## config.mk

```make
export PLATFORM = sky130hd
export DESIGN_NAME = perg_top
export DESIGN_NICKNAME = d
export VERILOG_FILES = /design/src/include/perg_pkg.sv /design/src/verilog/perg_top.sv
export SDC_FILE = /design/constraint.sdc
export NUM_CORES = 1
export LEC_CHECK = 0
export CORE_AREA = 2 2 327 329
export CTS_CLUSTER_SIZE = 20
export DETAILED_ROUTE_END_ITERATION = 16
export DIE_AREA = 0 0 329 331
export DONT_BUFFER_PORTS = 1
export MAX_ROUTING_LAYER = met4
export PLACE_DENSITY_LB_ADDON = 0.12
export SYNTH_ARGS = -nofsm -noshare
export SYNTH_HDL_FRONTEND = slang
export SYNTH_SLANG_ARGS = --single-unit
```

## constraint.sdc

```tcl
create_clock -name sys_clk_i -period 4.1 [get_ports sys_clk_i]
set_input_delay 0.82 -clock sys_clk_i [delete_from_list [all_inputs] [get_ports sys_clk_i]]
set_output_delay 0.82 -clock sys_clk_i [all_outputs]
set_load 0.02 [all_outputs]
```

## src/include/perg_pkg.sv

```systemverilog
// package for the profiling event record generator
package perg_pkg;
    localparam logic [7:0] EVT_CORE_CLK = 8'h05;
    localparam logic [7:0] EVT_REF_CLK = 8'h06;
    localparam logic [7:0] EVT_USER = 8'hff;
    // capability query leaves and subleaves
    localparam logic [31:0] LEAF_BASIC = 32'h0000_0001;
    localparam logic [31:0] LEAF_XSTATE = 32'h0000_000d;
    localparam logic [31:0] LEAF_EXT = 32'h8000_0001;
    localparam logic [31:0] LEAF_PROF = 32'h8000_001c;
    localparam logic [31:0] SUB_ZERO = 32'h0000_0000;
    localparam logic [31:0] SUB_PROF = 32'h0000_003e;
    localparam int BIT_EXT_PROF = 15;
    localparam int BIT_XSTATE_EDX_PROF = 30;
    localparam int BIT_EXTENDED_STATE_SAVE_SUP = 26;
    localparam int BIT_MASK_PROF = 62;
    localparam int BIT_CORE_AVAIL = 5;
    localparam int BIT_REF_AVAIL = 6;
    localparam logic [31:0] PROF_SAVE_SIZE = 32'h0000_0080;
    localparam logic [31:0] PROF_SAVE_OFFSET = 32'h0000_0340;
    localparam logic [31:0] RESET_WORD = 32'h0000_0000;
    // register indices on the plain register port
    localparam logic [3:0] REG_CTRL = 4'h0;
    localparam logic [3:0] REG_CORE_ID = 4'h1;
    localparam logic [3:0] REG_CORE_IVL = 4'h2;
    localparam logic [3:0] REG_REF_IVL = 4'h3;
    localparam logic [3:0] REG_REF_RATIO = 4'h4;
    localparam logic [3:0] REG_ENA_LO = 4'h5;
    localparam logic [3:0] REG_ENA_HI = 4'h6;
    localparam logic [3:0] REG_CORE_CNT = 4'h7;
    localparam logic [3:0] REG_REF_CNT = 4'h8;
    localparam logic [3:0] REG_BASE_SIZE = 4'h9;
    localparam int CTRL_CORE_EN = 0;
    localparam int CTRL_REF_EN = 1;
    localparam int CTRL_TS_EN = 2;
    localparam int FRAC_BITS = 16;

    // one 32-byte record as four quadwords
    typedef struct packed {
        logic [63:0] timestamp;
        logic [63:0] register_value_field;
        logic [63:0] instr_pointer_field;
        logic [31:0] operand_value_field;
        logic [15:0] flags;
        logic [7:0] core_id;
        logic [7:0] event_identifier;
    } perg_record_s;

    // insert-user-record instruction operands
    typedef struct packed {
        logic valid;
        logic [15:0] imm;
        logic [31:0] rm_value;
        logic [63:0] reg_value;
        logic [63:0] ip;
    } perg_user_s;

    // capability query answer
    typedef struct packed {
        logic [31:0] eax;
        logic [31:0] ebx;
        logic [31:0] ecx;
        logic [31:0] edx;
    } perg_cap_s;
endpackage

```

## src/verilog/perg_top.sv

```systemverilog
// profiling event record generator with capability query answers
// What this block does
// - core counter decrements each non-halted core clock
// - core counter going negative writes record with identifier 5
// - reference counter decrements each non-halted reference tick
// - reference counter going negative writes record with identifier 6
// - reference tick may be a ratio accumulated every non-halted core clock
// - counter records: id byte 0, ip bytes 8-15, bytes 2-7 and 16-23 zero
// - byte 1 of every record holds configured core identifier
// - bytes 24-31 hold timestamp when enabled, else zero
// - insert-user-record instruction writes record with identifier 255
// - user record: flags from immediate, bytes 4-7 from reg/mem operand
// - user record bytes 8-15 carry its own instruction address
// - user record bytes 16-23 hold register value, zero extended in legacy
// - presence bit 15 set in extended leaf ecx
// - presence equals xstate leaf edx bit 30 (mask bit 62)
// - presence implies save support bit 26 in basic leaf ecx
// - profiler subleaf returns save size 128 in eax
// - profiler subleaf returns save offset 832 in ebx
// - max supported save size always includes profiler area
// - max enabled save size includes profiler area only when enabled
// - profiler leaf bits 5 and 6 show core and reference events
`timescale 1ns/1ps
`default_nettype none
module perg_top #(
    parameter int CNT_W = 32,
    parameter logic [31:0] BASE_SAVE_SIZE = 32'h0000_0340
) (
    // clock and reset
    input wire logic sys_clk_i,
    input wire logic rstn_i,
    // register port
    input wire logic [3:0] reg_addr_i,
    input wire logic [31:0] reg_wdata_i,
    input wire logic reg_wr_i,
    input wire logic reg_rd_i,
    output logic [31:0] reg_rdata_o,
    // core status
    input wire logic stop_clock_request_i,
    input wire logic halt_instruction_i,
    input wire logic legacy_mode_i,
    input wire logic [63:0] instr_ptr_i,
    input wire logic [63:0] timestamp_i,
    input wire perg_pkg::perg_user_s user_i,
    // record output
    output perg_pkg::perg_record_s rec_o,
    output logic rec_valid_o,
    // capability query
    input wire logic cap_req_i,
    input wire logic [31:0] cap_leaf_i,
    input wire logic [31:0] cap_sub_i,
    output perg_pkg::perg_cap_s cap_o,
    output logic cap_valid_o
);
    import perg_pkg::*;

    // elaboration check: counters and their reads must fit one 32-bit word
    // a one-bit counter would have no room left for its sign
    if (CNT_W < 2 || CNT_W > 32) begin : g_bad_cnt_w
        $error("CNT_W must be between 2 and 32");
    end

    typedef struct packed {
        logic [31:0] ctrl;
        logic [7:0] core_id;
        logic [CNT_W-1:0] core_ivl;
        logic [CNT_W-1:0] ref_ivl;
        logic [31:0] ref_ratio;
        logic [63:0] ena_mask;
        logic [CNT_W-1:0] core_cnt;
        logic [CNT_W-1:0] ref_cnt;
        logic [FRAC_BITS-1:0] ref_frac;
        logic core_pend;
        logic ref_pend;
        logic [31:0] rdata;
        perg_record_s rec;
        logic rec_valid;
        perg_cap_s cap;
        logic cap_valid;
    } perg_state_s;

    perg_state_s s_q;
    perg_state_s s_d;

    // common record fields: identifier, core id, ip, timestamp
    function automatic perg_record_s base_rec(input logic [7:0] id, input logic [7:0] cid,
                                              input logic [63:0] ip, input logic ts_en,
                                              input logic [63:0] ts);
        perg_record_s r;
        r = '0;
        r.event_identifier = id;
        r.core_id = cid;
        r.instr_pointer_field = ip;
        r.timestamp = ts_en ? ts : 64'h0;
        return r;
    endfunction

    // halt status, reference tick and sign of each counter
    logic running;
    logic [FRAC_BITS:0] frac_sum;
    logic ref_tick;
    logic core_neg;
    logic ref_neg;
    logic [CNT_W-1:0] one_cnt;
    assign one_cnt = {{(CNT_W-1){1'b0}}, 1'b1};
    assign running = !stop_clock_request_i && !halt_instruction_i;
    // reference tick from fractional ratio accumulated per core clock
    assign frac_sum = {1'b0, s_q.ref_frac} + {1'b0, s_q.ref_ratio[FRAC_BITS-1:0]};
    assign ref_tick = running && frac_sum[FRAC_BITS];
    assign core_neg = s_q.core_cnt[CNT_W-1];
    assign ref_neg = s_q.ref_cnt[CNT_W-1];

    // next state: registers, counters, records, capability answers
    always_comb begin
        s_d = s_q;
        s_d.rec_valid = 1'b0;
        s_d.cap_valid = 1'b0;
        s_d.rdata = RESET_WORD;
        // counting, a pending counter is frozen until its record goes out
        if (running && s_q.ctrl[CTRL_CORE_EN] && !s_q.core_pend) begin
            s_d.core_cnt = s_q.core_cnt - one_cnt;
            if (s_d.core_cnt[CNT_W-1]) begin
                s_d.core_pend = 1'b1;
            end
        end
        // the fraction keeps running while a record waits, but a tick landing while ref_pend is set is not counted
        if (running) begin
            s_d.ref_frac = frac_sum[FRAC_BITS-1:0];
        end
        if (ref_tick && s_q.ctrl[CTRL_REF_EN] && !s_q.ref_pend) begin
            s_d.ref_cnt = s_q.ref_cnt - one_cnt;
            if (s_d.ref_cnt[CNT_W-1]) begin
                s_d.ref_pend = 1'b1;
            end
        end
        // record emission, user record first, then core, then reference
        if (user_i.valid) begin
            s_d.rec = base_rec(EVT_USER, s_q.core_id, user_i.ip,
                               s_q.ctrl[CTRL_TS_EN], timestamp_i);
            s_d.rec.flags = user_i.imm;
            s_d.rec.operand_value_field = user_i.rm_value;
            s_d.rec.register_value_field = legacy_mode_i ?
                {32'h0, user_i.reg_value[31:0]} : user_i.reg_value;
            s_d.rec_valid = 1'b1;
        end else if (s_q.core_pend) begin
            s_d.rec = base_rec(EVT_CORE_CLK, s_q.core_id, instr_ptr_i,
                               s_q.ctrl[CTRL_TS_EN], timestamp_i);
            s_d.rec_valid = 1'b1;
            s_d.core_pend = 1'b0;
            s_d.core_cnt = s_q.core_ivl;
        end else if (s_q.ref_pend) begin
            s_d.rec = base_rec(EVT_REF_CLK, s_q.core_id, instr_ptr_i,
                               s_q.ctrl[CTRL_TS_EN], timestamp_i);
            s_d.rec_valid = 1'b1;
            s_d.ref_pend = 1'b0;
            s_d.ref_cnt = s_q.ref_ivl;
        end
        // register writes
        if (reg_wr_i) begin
            unique case (reg_addr_i)
                REG_CTRL: s_d.ctrl = reg_wdata_i;
                REG_CORE_ID: s_d.core_id = reg_wdata_i[7:0];
                REG_CORE_IVL: begin
                    s_d.core_ivl = reg_wdata_i[CNT_W-1:0];
                    s_d.core_cnt = reg_wdata_i[CNT_W-1:0];
                    s_d.core_pend = 1'b0;
                end
                REG_REF_IVL: begin
                    s_d.ref_ivl = reg_wdata_i[CNT_W-1:0];
                    s_d.ref_cnt = reg_wdata_i[CNT_W-1:0];
                    s_d.ref_pend = 1'b0;
                end
                REG_REF_RATIO: s_d.ref_ratio = reg_wdata_i;
                REG_ENA_LO: s_d.ena_mask[31:0] = reg_wdata_i;
                REG_ENA_HI: s_d.ena_mask[63:32] = reg_wdata_i;
                default: ;
            endcase
        end
        // register reads, unmapped reads return zero
        if (reg_rd_i) begin
            unique case (reg_addr_i)
                REG_CTRL: s_d.rdata = s_q.ctrl;
                REG_CORE_ID: s_d.rdata = {24'h0, s_q.core_id};
                REG_CORE_IVL: s_d.rdata = 32'(s_q.core_ivl);
                REG_REF_IVL: s_d.rdata = 32'(s_q.ref_ivl);
                REG_REF_RATIO: s_d.rdata = s_q.ref_ratio;
                REG_ENA_LO: s_d.rdata = s_q.ena_mask[31:0];
                REG_ENA_HI: s_d.rdata = s_q.ena_mask[63:32];
                REG_CORE_CNT: s_d.rdata = 32'(s_q.core_cnt);
                REG_REF_CNT: s_d.rdata = 32'(s_q.ref_cnt);
                REG_BASE_SIZE: s_d.rdata = BASE_SAVE_SIZE;
                default: s_d.rdata = RESET_WORD;
            endcase
        end
        // capability query answer one cycle after the request
        if (cap_req_i) begin
            // unknown leaves and subleaves answer all zero
            s_d.cap = '0;
            s_d.cap_valid = 1'b1;
            if (cap_leaf_i == LEAF_EXT) begin
                s_d.cap.ecx[BIT_EXT_PROF] = 1'b1;
            end else if (cap_leaf_i == LEAF_BASIC) begin
                s_d.cap.ecx[BIT_EXTENDED_STATE_SAVE_SUP] = 1'b1;
            end else if (cap_leaf_i == LEAF_XSTATE && cap_sub_i == SUB_ZERO) begin
                s_d.cap.edx[BIT_XSTATE_EDX_PROF] = 1'b1;
                s_d.cap.ecx = BASE_SAVE_SIZE + PROF_SAVE_SIZE;
                s_d.cap.ebx = s_q.ena_mask[BIT_MASK_PROF] ?
                    BASE_SAVE_SIZE + PROF_SAVE_SIZE : BASE_SAVE_SIZE;
            end else if (cap_leaf_i == LEAF_XSTATE && cap_sub_i == SUB_PROF) begin
                s_d.cap.eax = PROF_SAVE_SIZE;
                s_d.cap.ebx = PROF_SAVE_OFFSET;
            end else if (cap_leaf_i == LEAF_PROF) begin
                s_d.cap.edx[BIT_CORE_AVAIL] = 1'b1;
                s_d.cap.edx[BIT_REF_AVAIL] = 1'b1;
                s_d.cap.eax[0] = s_q.ena_mask[BIT_MASK_PROF];
                s_d.cap.eax[BIT_CORE_AVAIL] = s_q.ctrl[CTRL_CORE_EN];
                s_d.cap.eax[BIT_REF_AVAIL] = s_q.ctrl[CTRL_REF_EN];
            end
        end
    end

    // state register
    always_ff @(posedge sys_clk_i or negedge rstn_i) begin
        if (!rstn_i) begin
            s_q <= '0;
        end else begin
            s_q <= s_d;
        end
    end

    // outputs straight from the state register
    assign reg_rdata_o = s_q.rdata;
    assign rec_o = s_q.rec;
    assign rec_valid_o = s_q.rec_valid;
    assign cap_o = s_q.cap;
    assign cap_valid_o = s_q.cap_valid;

    // checks
    // core counter steps once per running cycle
    chk_core_decr: assert property (@(posedge sys_clk_i) disable iff (!rstn_i)
        (running && s_q.ctrl[CTRL_CORE_EN] && !s_q.core_pend && !user_i.valid && !reg_wr_i
         && !core_neg) |=> (s_q.core_cnt == $past(s_q.core_cnt) - one_cnt || s_q.core_pend))
        else $error("core counter did not decrement");

    // core counter frozen by either halt cause
    chk_core_hold: assert property (@(posedge sys_clk_i) disable iff (!rstn_i)
        (!running && !s_q.core_pend && !reg_wr_i) |=> $stable(s_q.core_cnt))
        else $error("core counter moved while halted");

    // pending core event goes out next cycle
    chk_core_record: assert property (@(posedge sys_clk_i) disable iff (!rstn_i)
        (s_q.core_pend && !user_i.valid) |=>
        (rec_valid_o && rec_o.event_identifier == EVT_CORE_CLK))
        else $error("core record missing");

    // pending reference event waits behind the core one
    chk_ref_record: assert property (@(posedge sys_clk_i) disable iff (!rstn_i)
        (s_q.ref_pend && !s_q.core_pend && !user_i.valid) |=>
        (rec_valid_o && rec_o.event_identifier == EVT_REF_CLK))
        else $error("reference record missing");

    // user record built from the instruction operands
    chk_user_record: assert property (@(posedge sys_clk_i) disable iff (!rstn_i)
        user_i.valid |=> (rec_valid_o && rec_o.event_identifier == EVT_USER
                          && rec_o.flags == $past(user_i.imm)
                          && rec_o.instr_pointer_field == $past(user_i.ip)))
        else $error("user record wrong");

    // legacy mode clears the upper register half
    chk_legacy_zext: assert property (@(posedge sys_clk_i) disable iff (!rstn_i)
        (user_i.valid && legacy_mode_i) |=> rec_o.register_value_field[63:32] == 32'h0)
        else $error("legacy register value not zero extended");

    // timestamp field zero while stamping is off
    chk_ts_zero: assert property (@(posedge sys_clk_i) disable iff (!rstn_i)
        (rec_valid_o && !$past(s_q.ctrl[CTRL_TS_EN])) |-> rec_o.timestamp == 64'h0)
        else $error("timestamp not zero");

    // counter records keep flag and register value bytes zero
    chk_reserved_zero: assert property (@(posedge sys_clk_i) disable iff (!rstn_i)
        (rec_valid_o && rec_o.event_identifier != EVT_USER) |->
        (rec_o.flags == 16'h0 && rec_o.register_value_field == 64'h0))
        else $error("reserved bytes not zero");

    // core counter reloaded with its record
    chk_reload: assert property (@(posedge sys_clk_i) disable iff (!rstn_i)
        (s_q.core_pend && !user_i.valid && !reg_wr_i) |=> s_q.core_cnt == s_q.core_ivl)
        else $error("core counter not reloaded");

    // profiler subleaf answers size and offset
    chk_prof_size: assert property (@(posedge sys_clk_i) disable iff (!rstn_i)
        (cap_req_i && cap_leaf_i == LEAF_XSTATE && cap_sub_i == SUB_PROF) |=>
        (cap_valid_o && cap_o.eax == PROF_SAVE_SIZE && cap_o.ebx == PROF_SAVE_OFFSET))
        else $error("profiler save area answer wrong");

    // reference counter frozen while halted
    chk_ref_hold: assert property (@(posedge sys_clk_i) disable iff (!rstn_i)
        (!running && !s_q.ref_pend && !reg_wr_i) |=> $stable(s_q.ref_cnt))
        else $error("reference counter moved while halted");

    // reference counter steps once per reference tick
    chk_ref_decr: assert property (@(posedge sys_clk_i) disable iff (!rstn_i)
        (ref_tick && s_q.ctrl[CTRL_REF_EN] && !s_q.ref_pend && !reg_wr_i)
        |=> s_q.ref_cnt == $past(s_q.ref_cnt) - one_cnt)
        else $error("reference counter did not decrement");

    // reference counter reloaded with its record
    chk_ref_reload: assert property (@(posedge sys_clk_i) disable iff (!rstn_i)
        (s_q.ref_pend && !s_q.core_pend && !user_i.valid && !reg_wr_i)
        |=> s_q.ref_cnt == s_q.ref_ivl)
        else $error("reference counter not reloaded");

    // every record carries the configured core identifier
    chk_core_id: assert property (@(posedge sys_clk_i) disable iff (!rstn_i)
        rec_valid_o |-> rec_o.core_id == $past(s_q.core_id))
        else $error("core identifier wrong");

    // timestamp copied while stamping is on
    chk_ts_value: assert property (@(posedge sys_clk_i) disable iff (!rstn_i)
        (rec_valid_o && $past(s_q.ctrl[CTRL_TS_EN]))
        |-> rec_o.timestamp == $past(timestamp_i))
        else $error("timestamp not copied");

    // long-mode user record keeps both operand values whole
    chk_user_data: assert property (@(posedge sys_clk_i) disable iff (!rstn_i)
        (user_i.valid && !legacy_mode_i) |=>
        (rec_o.operand_value_field == $past(user_i.rm_value)
         && rec_o.register_value_field == $past(user_i.reg_value)))
        else $error("user record operands wrong");

    // presence bit in the extended leaf
    chk_presence: assert property (@(posedge sys_clk_i) disable iff (!rstn_i)
        (cap_req_i && cap_leaf_i == LEAF_EXT)
        |=> (cap_valid_o && cap_o.ecx[BIT_EXT_PROF]))
        else $error("presence bit missing");

    // save support reported beside presence
    chk_extended_state_save_bit: assert property (@(posedge sys_clk_i) disable iff (!rstn_i)
        (cap_req_i && cap_leaf_i == LEAF_BASIC) |=> cap_o.ecx[BIT_EXTENDED_STATE_SAVE_SUP])
        else $error("save support bit missing");

    // maximum supported size always holds the profiler area
    chk_max_size: assert property (@(posedge sys_clk_i) disable iff (!rstn_i)
        (cap_req_i && cap_leaf_i == LEAF_XSTATE && cap_sub_i == SUB_ZERO) |=>
        (cap_o.edx[BIT_XSTATE_EDX_PROF] && cap_o.ecx == BASE_SAVE_SIZE + PROF_SAVE_SIZE))
        else $error("supported save size wrong");

    // enabled size leaves the area out while the mask bit is clear
    chk_enabled_size: assert property (@(posedge sys_clk_i) disable iff (!rstn_i)
        (cap_req_i && cap_leaf_i == LEAF_XSTATE && cap_sub_i == SUB_ZERO
         && !s_q.ena_mask[BIT_MASK_PROF])
        |=> cap_o.ebx == BASE_SAVE_SIZE)
        else $error("enabled save size wrong");

    // profiler leaf shows both clock events
    chk_event_avail: assert property (@(posedge sys_clk_i) disable iff (!rstn_i)
        (cap_req_i && cap_leaf_i == LEAF_PROF) |=>
        (cap_o.edx[BIT_CORE_AVAIL] && cap_o.edx[BIT_REF_AVAIL]))
        else $error("event availability bits missing");

    // scenarios the bench is meant to reach
    cov_core_rec: cover property (@(posedge sys_clk_i) disable iff (!rstn_i)
        rec_valid_o && rec_o.event_identifier == EVT_CORE_CLK);
    cov_ref_rec: cover property (@(posedge sys_clk_i) disable iff (!rstn_i)
        rec_valid_o && rec_o.event_identifier == EVT_REF_CLK);
    cov_user_rec: cover property (@(posedge sys_clk_i) disable iff (!rstn_i)
        rec_valid_o && rec_o.event_identifier == EVT_USER);
    cov_cap_answer: cover property (@(posedge sys_clk_i) disable iff (!rstn_i)
        cap_valid_o && cap_o.ebx == PROF_SAVE_OFFSET);
    cov_halted_armed: cover property (@(posedge sys_clk_i) disable iff (!rstn_i)
        !running && s_q.ctrl[CTRL_CORE_EN]);
endmodule
`default_nettype wire

```

; ---- Word level (Yosys, flattened, before mapping)
; Cells that the tools add are included.
[totals]
regBits = 671
word_cells = 117
ram_bits = 0
mem_bits_ro = 0
mem_count = 0
latchBits = 0
inputBits = 413
output_inout_bits = 418
[classes]
n_eq_ne = 14
div = 0
shift = 0
n_bitwise = 0
addsub = 3
muxes = 52
reduce_logical = 22
n_lt_le_gt_ge = 0
n_mul = 0
[op_table]
columns = operator, n
row1 = 257-bit 2-to-1 mux, 3
row2 = 32-bit one-hot mux with 10 select lines, 1
row3 = 32-bit 2-to-1 mux, 8
row4 = 64-bit 2-to-1 mux, 4
row5 = "32-bit == test, second input constant", 2
row6 = "32-bit by 1-bit subtractor with 32-bit output, second input constant", 2
row7 = 56-bit 2-to-1 mux, 1
row8 = 45-bit 2-to-1 mux, 1
row9 = "32-bit by 1-bit == test with 1-bit output, second input constant", 1
row10 = "32-bit by 4-bit == test with 1-bit output, second input constant", 1
row11 = "32-bit by 6-bit == test with 1-bit output, second input constant", 1
row12 = 32-bit zero test, 1
row13 = 10-bit 2-to-1 mux, 3
row14 = 26-bit 2-to-1 mux, 1
row15 = 1-bit 2-to-1 mux, 18
row16 = 2-bit 2-to-1 mux, 9
row17 = 16-bit by 16-bit adder with 17-bit output, 1
row18 = "4-bit by 3-bit == test with 1-bit output, second input constant", 4
row19 = 8-bit 2-to-1 mux, 2
row20 = 15-bit 2-to-1 mux, 1
row21 = 2-bit AND reduction, 7
row22 = "4-bit by 2-bit == test with 1-bit output, second input constant", 2
row23 = "4-bit == test, second input constant", 2
row24 = 1-bit logical AND, 8
row25 = 4 further kinds, 7

; ---- Depth between registers and ports, before layout
; Gate-level depths: netlist of run 1.
[logic_depth]
word_depth = 11
mapped_depth = 10
depth_no_buf = 9

; ---- Least setup slack after synthesis of run 1
; No wires, ideal clock.
[synth_path]
kind = input port to flip-flop
start = input stop_clock_request_i
end = register s_q[462] (netlist name)
t_required_ps = 3969
slack_ps = 1112
stages = 8
t_arrival_ps = 2856
cell_sequence = nor2_1 nand3b_1 a211o_1 or4b_2 clkbuf_1 a211o_1 and3_1 or3_1
[synth_lines]
columns = element, line
row1 = from (decl), perg_top.sv:39  ; input wire logic stop_clock_request_i,
row2 = to (signal assigned), perg_top.sv:225  ; s_q <= '0;
row3 = to (signal assigned), perg_top.sv:227  ; s_q <= s_d;
row4 = to (decl), perg_top.sv:82  ; perg_state_s s_q;

==> results of run 1 <==
[final cells by class]
class / instances / area, sq um / share of cell area, %
diodes: 15 / 37.5 / 0.123
clock buffers: 105 / 2190 / 7.17
flip-flops and latches: 578 / 14500 / 47.4
repair buffers: 56 / 458 / 1.50
clock inverters: 21 / 327 / 1.07
well taps: 1391 / 1740 / 5.70
multi-input cells: 1880 / 11200 / 36.8
inverters: 15 / 56.3 / 0.184
[report_power, final]
group          total, W  switching [W]  internal (W)
Clock           0.00687        0.00267       0.00420
Sequential      0.00858        0.00175       0.00684
Combinational   0.00315        0.00178       0.00138
Total            0.0186        0.00619        0.0124
[registers in the layout (all words and copies together), names as in the netlist]
| signal | flops |
|---|---|
| cap_o | 10 |
| cap_valid_o | 1 |
| core_neg | 1 |
| rec_o | 252 |
| rec_valid_o | 1 |
| ref_neg | 1 |
| reg_rdata_o | 32 |
| s_q | 280 |
[through the flow]
| step | setup WS (ns) | util, % | std cells |
|---|---|---|---|
| 5_1_grt | 0.497 | 29.1 | 4059 |
| 3_3_place_gp | 0.556 | 26.6 | 3920 |
| 6_report | 0.649 | 29.1 | 4061 |
| 3_5_place_dp | 0.530 | 26.6 | 3920 |
| 4_1_cts | 0.684 | 29.0 | 4046 |
| 2_1_floorplan | 1.11 | - | 3056 |
[cells by family after synthesis]
logic type,Yosys count,share of synthesized area [%]
adders and majority gates,19,0.845
other,1,0.0129
buffers and inverters,598,13.1
and+or+nand+nor,876,13.0
AOI/OAI and AO/OA,593,13.1
xor gates and xnor gates,49,1.48
muxes,232,8.63
DFF,578,49.8
[cells in the final DEF (no fill, tap or decap), types with 9 or more instances in the layout]
cell and n:
clkbuf_8 20, clkinv_2 10, a22oi_1 53, a2111oi_0 12
ha_1 18, nor2_1 49, xnor2_1 31, clkbuf_1 10
a22o_1 66, o21ai_0 274, nand2_1 643, a221oi_1 33
o211ai_1 33, or3_1 25, inv_1 14, xor2_1 18
a21oi_1 35, buf_4 53, nor2b_1 9, dfrtp_1 577
nand3_1 31, nor3_1 19, a31oi_1 36, conb_1 111
nand4_1 9, clkbuf_16 75, nor4_1 20, mux2i_1 84
diode_2 15, mux2_2 148
[worst max-delay path: cells and delay by family (launching register included)]
| family | cells | cell delay [ns] |
|---|---|---|
| multiplexers | 1 | 0.36 |
| flip-flops | 1 | 0.42 |
| AO/OA/AOI/OAI | 6 | 1.95 |
| adder cells (fa/ha/maj) | 2 | 0.64 |
[worst paths after layout]
path	to	slack (ns)	cells past startpoint
max in group asynchronous	s_q[456]	2.71	0
worst max register to register	s_q[437]	0.65	9
worst max-delay path	s_q[437]	0.65	9
worst min-delay path	rec_o[43]	-0.11	0
min in group sys_clk_i	cap_valid_o	0.22	0
worst min register to register	s_q[431]	0.49	2
[routing by layer]
| layer | GRT usage, % | wire length [microns] | vias to the layer above |
|---|---|---|---|
| li1 | - | - | 9013 |
| met1 | 32.5 | 58500 | 10500 |
| met2 | 36.7 | 61000 | 841 |
| met3 | 4.69 | 8800 | 142 |
| met4 | 6.50 | 3000 | 0 |
| met5 | - | 0 | - |
==> metrics.yaml, run 1 <==
tritoncts: "done"
path_class: "flop to flop"
crit_slowest_cell: "o31a_1"
maxSlewViolCount: 212
portBuffers: 0
vias: 20500
synth.most_common_cell: "nand2_1"
synth_area_sq_um: 29000
fmax_mhz: 290
synth_warnings: 0
max_stage_delay_ns: 0.63
fillers: 11100
timing.setup.tns_ns: 0
area_growth_pct: 5.09
fp.dieW_microns: 329
core_sq_um: 105000
avgRoutedWirePerCell_microns: 32.3
synth_area_per_cell_sq_um: 9.86
first_global_vias: 20100
worst_slew_pin_slew_ns: 1.89
grt_use_total_pct: 24.0
failed_checks: "negative hold slack, max-slew violations"
htreeDepth: 3
clk_pin_slew_ns: 0.06
antenna_left: 0
drv_cap: 0
synth_top_area_share_pct: 49.8
synthFlopType: "dfrtp_1"
syn_inst: 2946
relSlewSlack_pct: -26.0
grt_overflow: 0
fin_skew_ns: 0.0473
period_share_pct: 84.2
critPathRequiredTime_ns: 4.66
dieArea_sq_um: 109000
grt_max_degree: 579
cts.sinks: 578
drt_iter0_markers: 1605
drc_errors: 0
final_layout_size_suffix_gt1_share_pct: 13.6
place_area_sq_um: 28000
ys_seq_area_share_pct: 49.8
endpoint_kind: "flop"
postSynth.asyncResetShare_pct: 100
initial_utilization_pct: 27.7
rsz0062_at_grt: "no"
status: "finished, violations left"
cpMostUsedCell: "a21o_1"
drtPass1Iterations: 6
cts_root_buffer: "clkbuf_16"
synth_commonest_cells: "nand2_1, dfrtp_1, buf_4"
fin_crit_ns: 3.45
drt-total-wl_mm: 131
dp_hpwl_mm: 99.7
design_area_sq_um: 30500
viasPerCell: 5.04
cts_inserted_buffers: 74
p_leak_nw: 13.6
finalHoldWorstSlack_ns: -0.111
antenna_found_initial: 47
synth_edf_count: 0
postCtsSetupBuffers: 0
yosys.area.top_type: "dfrtp_1"
p_total_w: 0.0186
cts_resized: 0
hold_viol: 75
clockBufferDepth: 3
ys_ff_latch: 578
cp-startpoint: "s_q[564]"
fin_nets: 3037
place.gp.congestion: 1.05
ios: 831
clk-insertion-delay-late_ns: 0.65
setup_viol: 0
r2r-start: "s_q[564]"
crit_arrival_ns: 4.02
critPathMaxFanout: 10
vdd_drop_max_mv: 0.257
die_h_microns: 331
row_count: 119
grt_pass1_wl_mm: 177
min_path_type: "primary input to async pin"
path_cells: "ha_1 -> fa_1 -> a21o_1 -> a21o_1 -> a211oi_1 -> o31a_1 -> a21oi_1 -> mux2_2 -> o211ai_1"
critPathLaunchType: "flop"
power_density_nw_per_um2: 610
ys_top_cells_by_area: "dfrtp_1, buf_4, nand2_1, mux2_2, o21ai_0"
synth.distinct_cells: 70
Note: power is estimated with default switching activity, not from simulation.
==> run 2, diff against run 1 <==
Clock period 4.1 ns to 3.2 ns, I/O delays scaled along.
==> run 2 against run 1 <==
The run ends with negative hold slack left. Via count grew 1.3%. Die area unchanged. Clock power is 21% higher. Setup slack worse by 0.51 ns. Register-to-register slack worse by 0.51 ns. Power rose by 27%. Largest power group unchanged.
==> metrics.yaml, run 2 (same netlist as run 1, synthesis figures left out) <==
grt_overflow: 0  # unchanged
core_sq_um: 105000  # unchanged
critPathLaunchType: "flop"  # unchanged
clk_pin_slew_ns: 0.06  # about the same
path_class: "flop to flop"  # unchanged
avgRoutedWirePerCell_microns: 32.7  # was 32.3 microns
maxSlewViolCount: 0  # was 212
drt_iter0_markers: 1735  # was 1605
p_leak_nw: 13.8  # was 13.6 nW
antenna_left: 0  # unchanged
first_global_vias: 20500  # was 20100
drc_errors: 0  # unchanged
fin_crit_ns: 3.06  # was 3.45 ns
fmax_mhz: 326  # was 290 MHz
row_count: 119  # unchanged
drtPass1Iterations: 6  # unchanged
status: "finished, violations left"  # unchanged
critPathMaxFanout: 6  # was 10
cts_root_buffer: "clkbuf_16"  # unchanged
fillers: 11000  # was 11100
clockBufferDepth: 3  # unchanged
place.gp.congestion: 1.06  # was 1.05
crit_arrival_ns: 3.57  # was 4.02 ns
dp_cells: 3951  # was 3920
initial_utilization_pct: 27.7  # unchanged
place_ws_ns: 0.0380  # was 0.530 ns
ios: 831  # unchanged
r2r_slack_ns: 0.14  # was 0.65 ns
mostFrequentLayoutCell: "nand2_1"  # unchanged
r2r-start: "s_q[479]"  # was s_q[564]
grt_max_degree: 579  # unchanged
clk-insertion-delay-late_ns: 0.64  # was 0.65 ns
place_area_sq_um: 28200  # was 28000 sq um
grt_use_total_pct: 24.6  # was 24.0%
rsz0062_at_grt: "no"  # unchanged
setup_viol: 0  # unchanged
dp_hpwl_mm: 102  # was 99.7 mm
period_share_pct: 95.8  # was 84.2%
min_path_type: "primary input to async pin"  # unchanged
regMostFlops: "s_q"  # unchanged
vdd_drop_max_mv: 0.342  # was 0.257 mV
dieArea_sq_um: 109000  # unchanged
final_layout_size_suffix_gt1_share_pct: 14.3  # was 13.6%
grt_pass1_wl_mm: 180  # was 177 mm
vias: 20700  # was 20500
critPathRequiredTime_ns: 3.70  # was 4.66 ns
drv_cap: 0  # unchanged
worst_slew_pin_slew_ns: 1.14  # was 1.89 ns
htreeDepth: 3  # unchanged
portBuffers: 0  # unchanged
fin_nets: 3073  # was 3037
cts.sinks: 578  # unchanged
antenna_found_initial: 48  # was 47
multiInputGateArea_sq_um: 11300  # was 11200 sq um
failed_checks: "negative hold slack"  # was negative hold slack, max-slew violations
finalHoldWorstSlack_ns: -0.0102  # was -0.111 ns
final_cell_mix: "nand2_1, dfrtp_1, o21ai_0"  # unchanged
cts_inserted_buffers: 73  # was 74
final_util_pct: 29.3  # was 29.1%
fp.dieW_microns: 329  # unchanged
design_area_sq_um: 30800  # was 30500 sq um
postCtsSetupBuffers: 0  # unchanged
relSlewSlack_pct: 23.7  # was -26.0%
viasPerCell: 5.05  # was 5.04
power_density_nw_per_um2: 768  # was 610 nW/um^2
hold_viol: 1  # was 75
endpoint_kind: "flop"  # unchanged
setup_ws_ns: 0.136  # was 0.649 ns
tritoncts: "done"  # unchanged
cp-startpoint: "s_q[479]"  # was s_q[564]
area_growth_pct: 5.91  # was 5.09%
largest_reg_flops: 280  # unchanged
instances_no_fill: 4102  # was 4061
die_h_microns: 331  # unchanged
drt-total-wl_mm: 134  # was 131 mm
fin_skew_ns: 0.0378  # was 0.0473 ns
seq_area_sq_um: 14500  # unchanged
==> run 2: changes by cell type in the layout (fill, tap and decap cells not counted), sizes merged <==
cell	delta
buf	+35
dlygate4sd3	+2
clkinv	+2
bufinv	-6
clkbuf	+11
clkinvlp	-1
diode	-1
inv	-1
==> run 2: area by class of cell <==
type,count,area share (%)
Multi-Input combinational cell,1880,36.6
Timing Repair Buffer,93,2.75
Clock buffer,116,7.09
Sequential cell,578,47.0
Clock inverter,15,0.574
Antenna cell,14,0.114
Tap cell,1391,5.66
Inverter,15,0.183
==> run 2: power breakdown <==
group          leakage, nW  internal [W]  switching [W]  total, W
sequential            7.22       0.00876        0.00227    0.0110
clock                 1.16       0.00485        0.00343   0.00828
combinational         5.39       0.00185        0.00246   0.00431
total                 13.8        0.0155        0.00816    0.0236
==> run 2: worst max-delay path, cell delays in order, from the launching register on <==
cell	delay (ns)
dfrtp_1	0.42
or4_4	0.56
or4b_4	0.55
or3_1	0.49
or2_1	0.40
nor3b_1	0.27
xnor2_1	0.15
o211ai_1	0.10
==> run 2: final timing paths <==
path / to / cells past startpoint
min reg2reg: s_q[433] / 2
max: s_q[496] / 7
min: rec_o[110] / 1
min in group sys_clk_i: s_q[614] / 2
max reg2reg: s_q[496] / 7
max in group asynchronous: rec_o[151] / 2
==> run 2: repair_timing <==
item	4_1_cts	5_1_grt
setup endpoints to repair	0	6
hold buffers	1	2
resized for setup	0	3
endpoints found under the hold margin	579	93
==> run 2: stage by stage <==
| step | TNS, ns | power [W] |
|---|---|---|
| floorplan | 0 | 0.0143 |
| global placement | -0.0430 | 0.0152 |
| detailed placement | 0 | 0.0153 |
| CTS | 0 | 0.0237 |
| global route | 0 | 0.0249 |
| finish | 0 | 0.0236 |
==> run 2: per-layer routing <==
metal  wire length (microns)  up-vias  share of wire, %  GRT usage, %
li1                        -     9083                 -             -
met1                   58900    10700                44          32.4
met2                   64100      782                48          38.8
met3                    8370      137               6.2          4.54
met4                    2620        0               2.0          6.29
met5                       0        -                 0             -
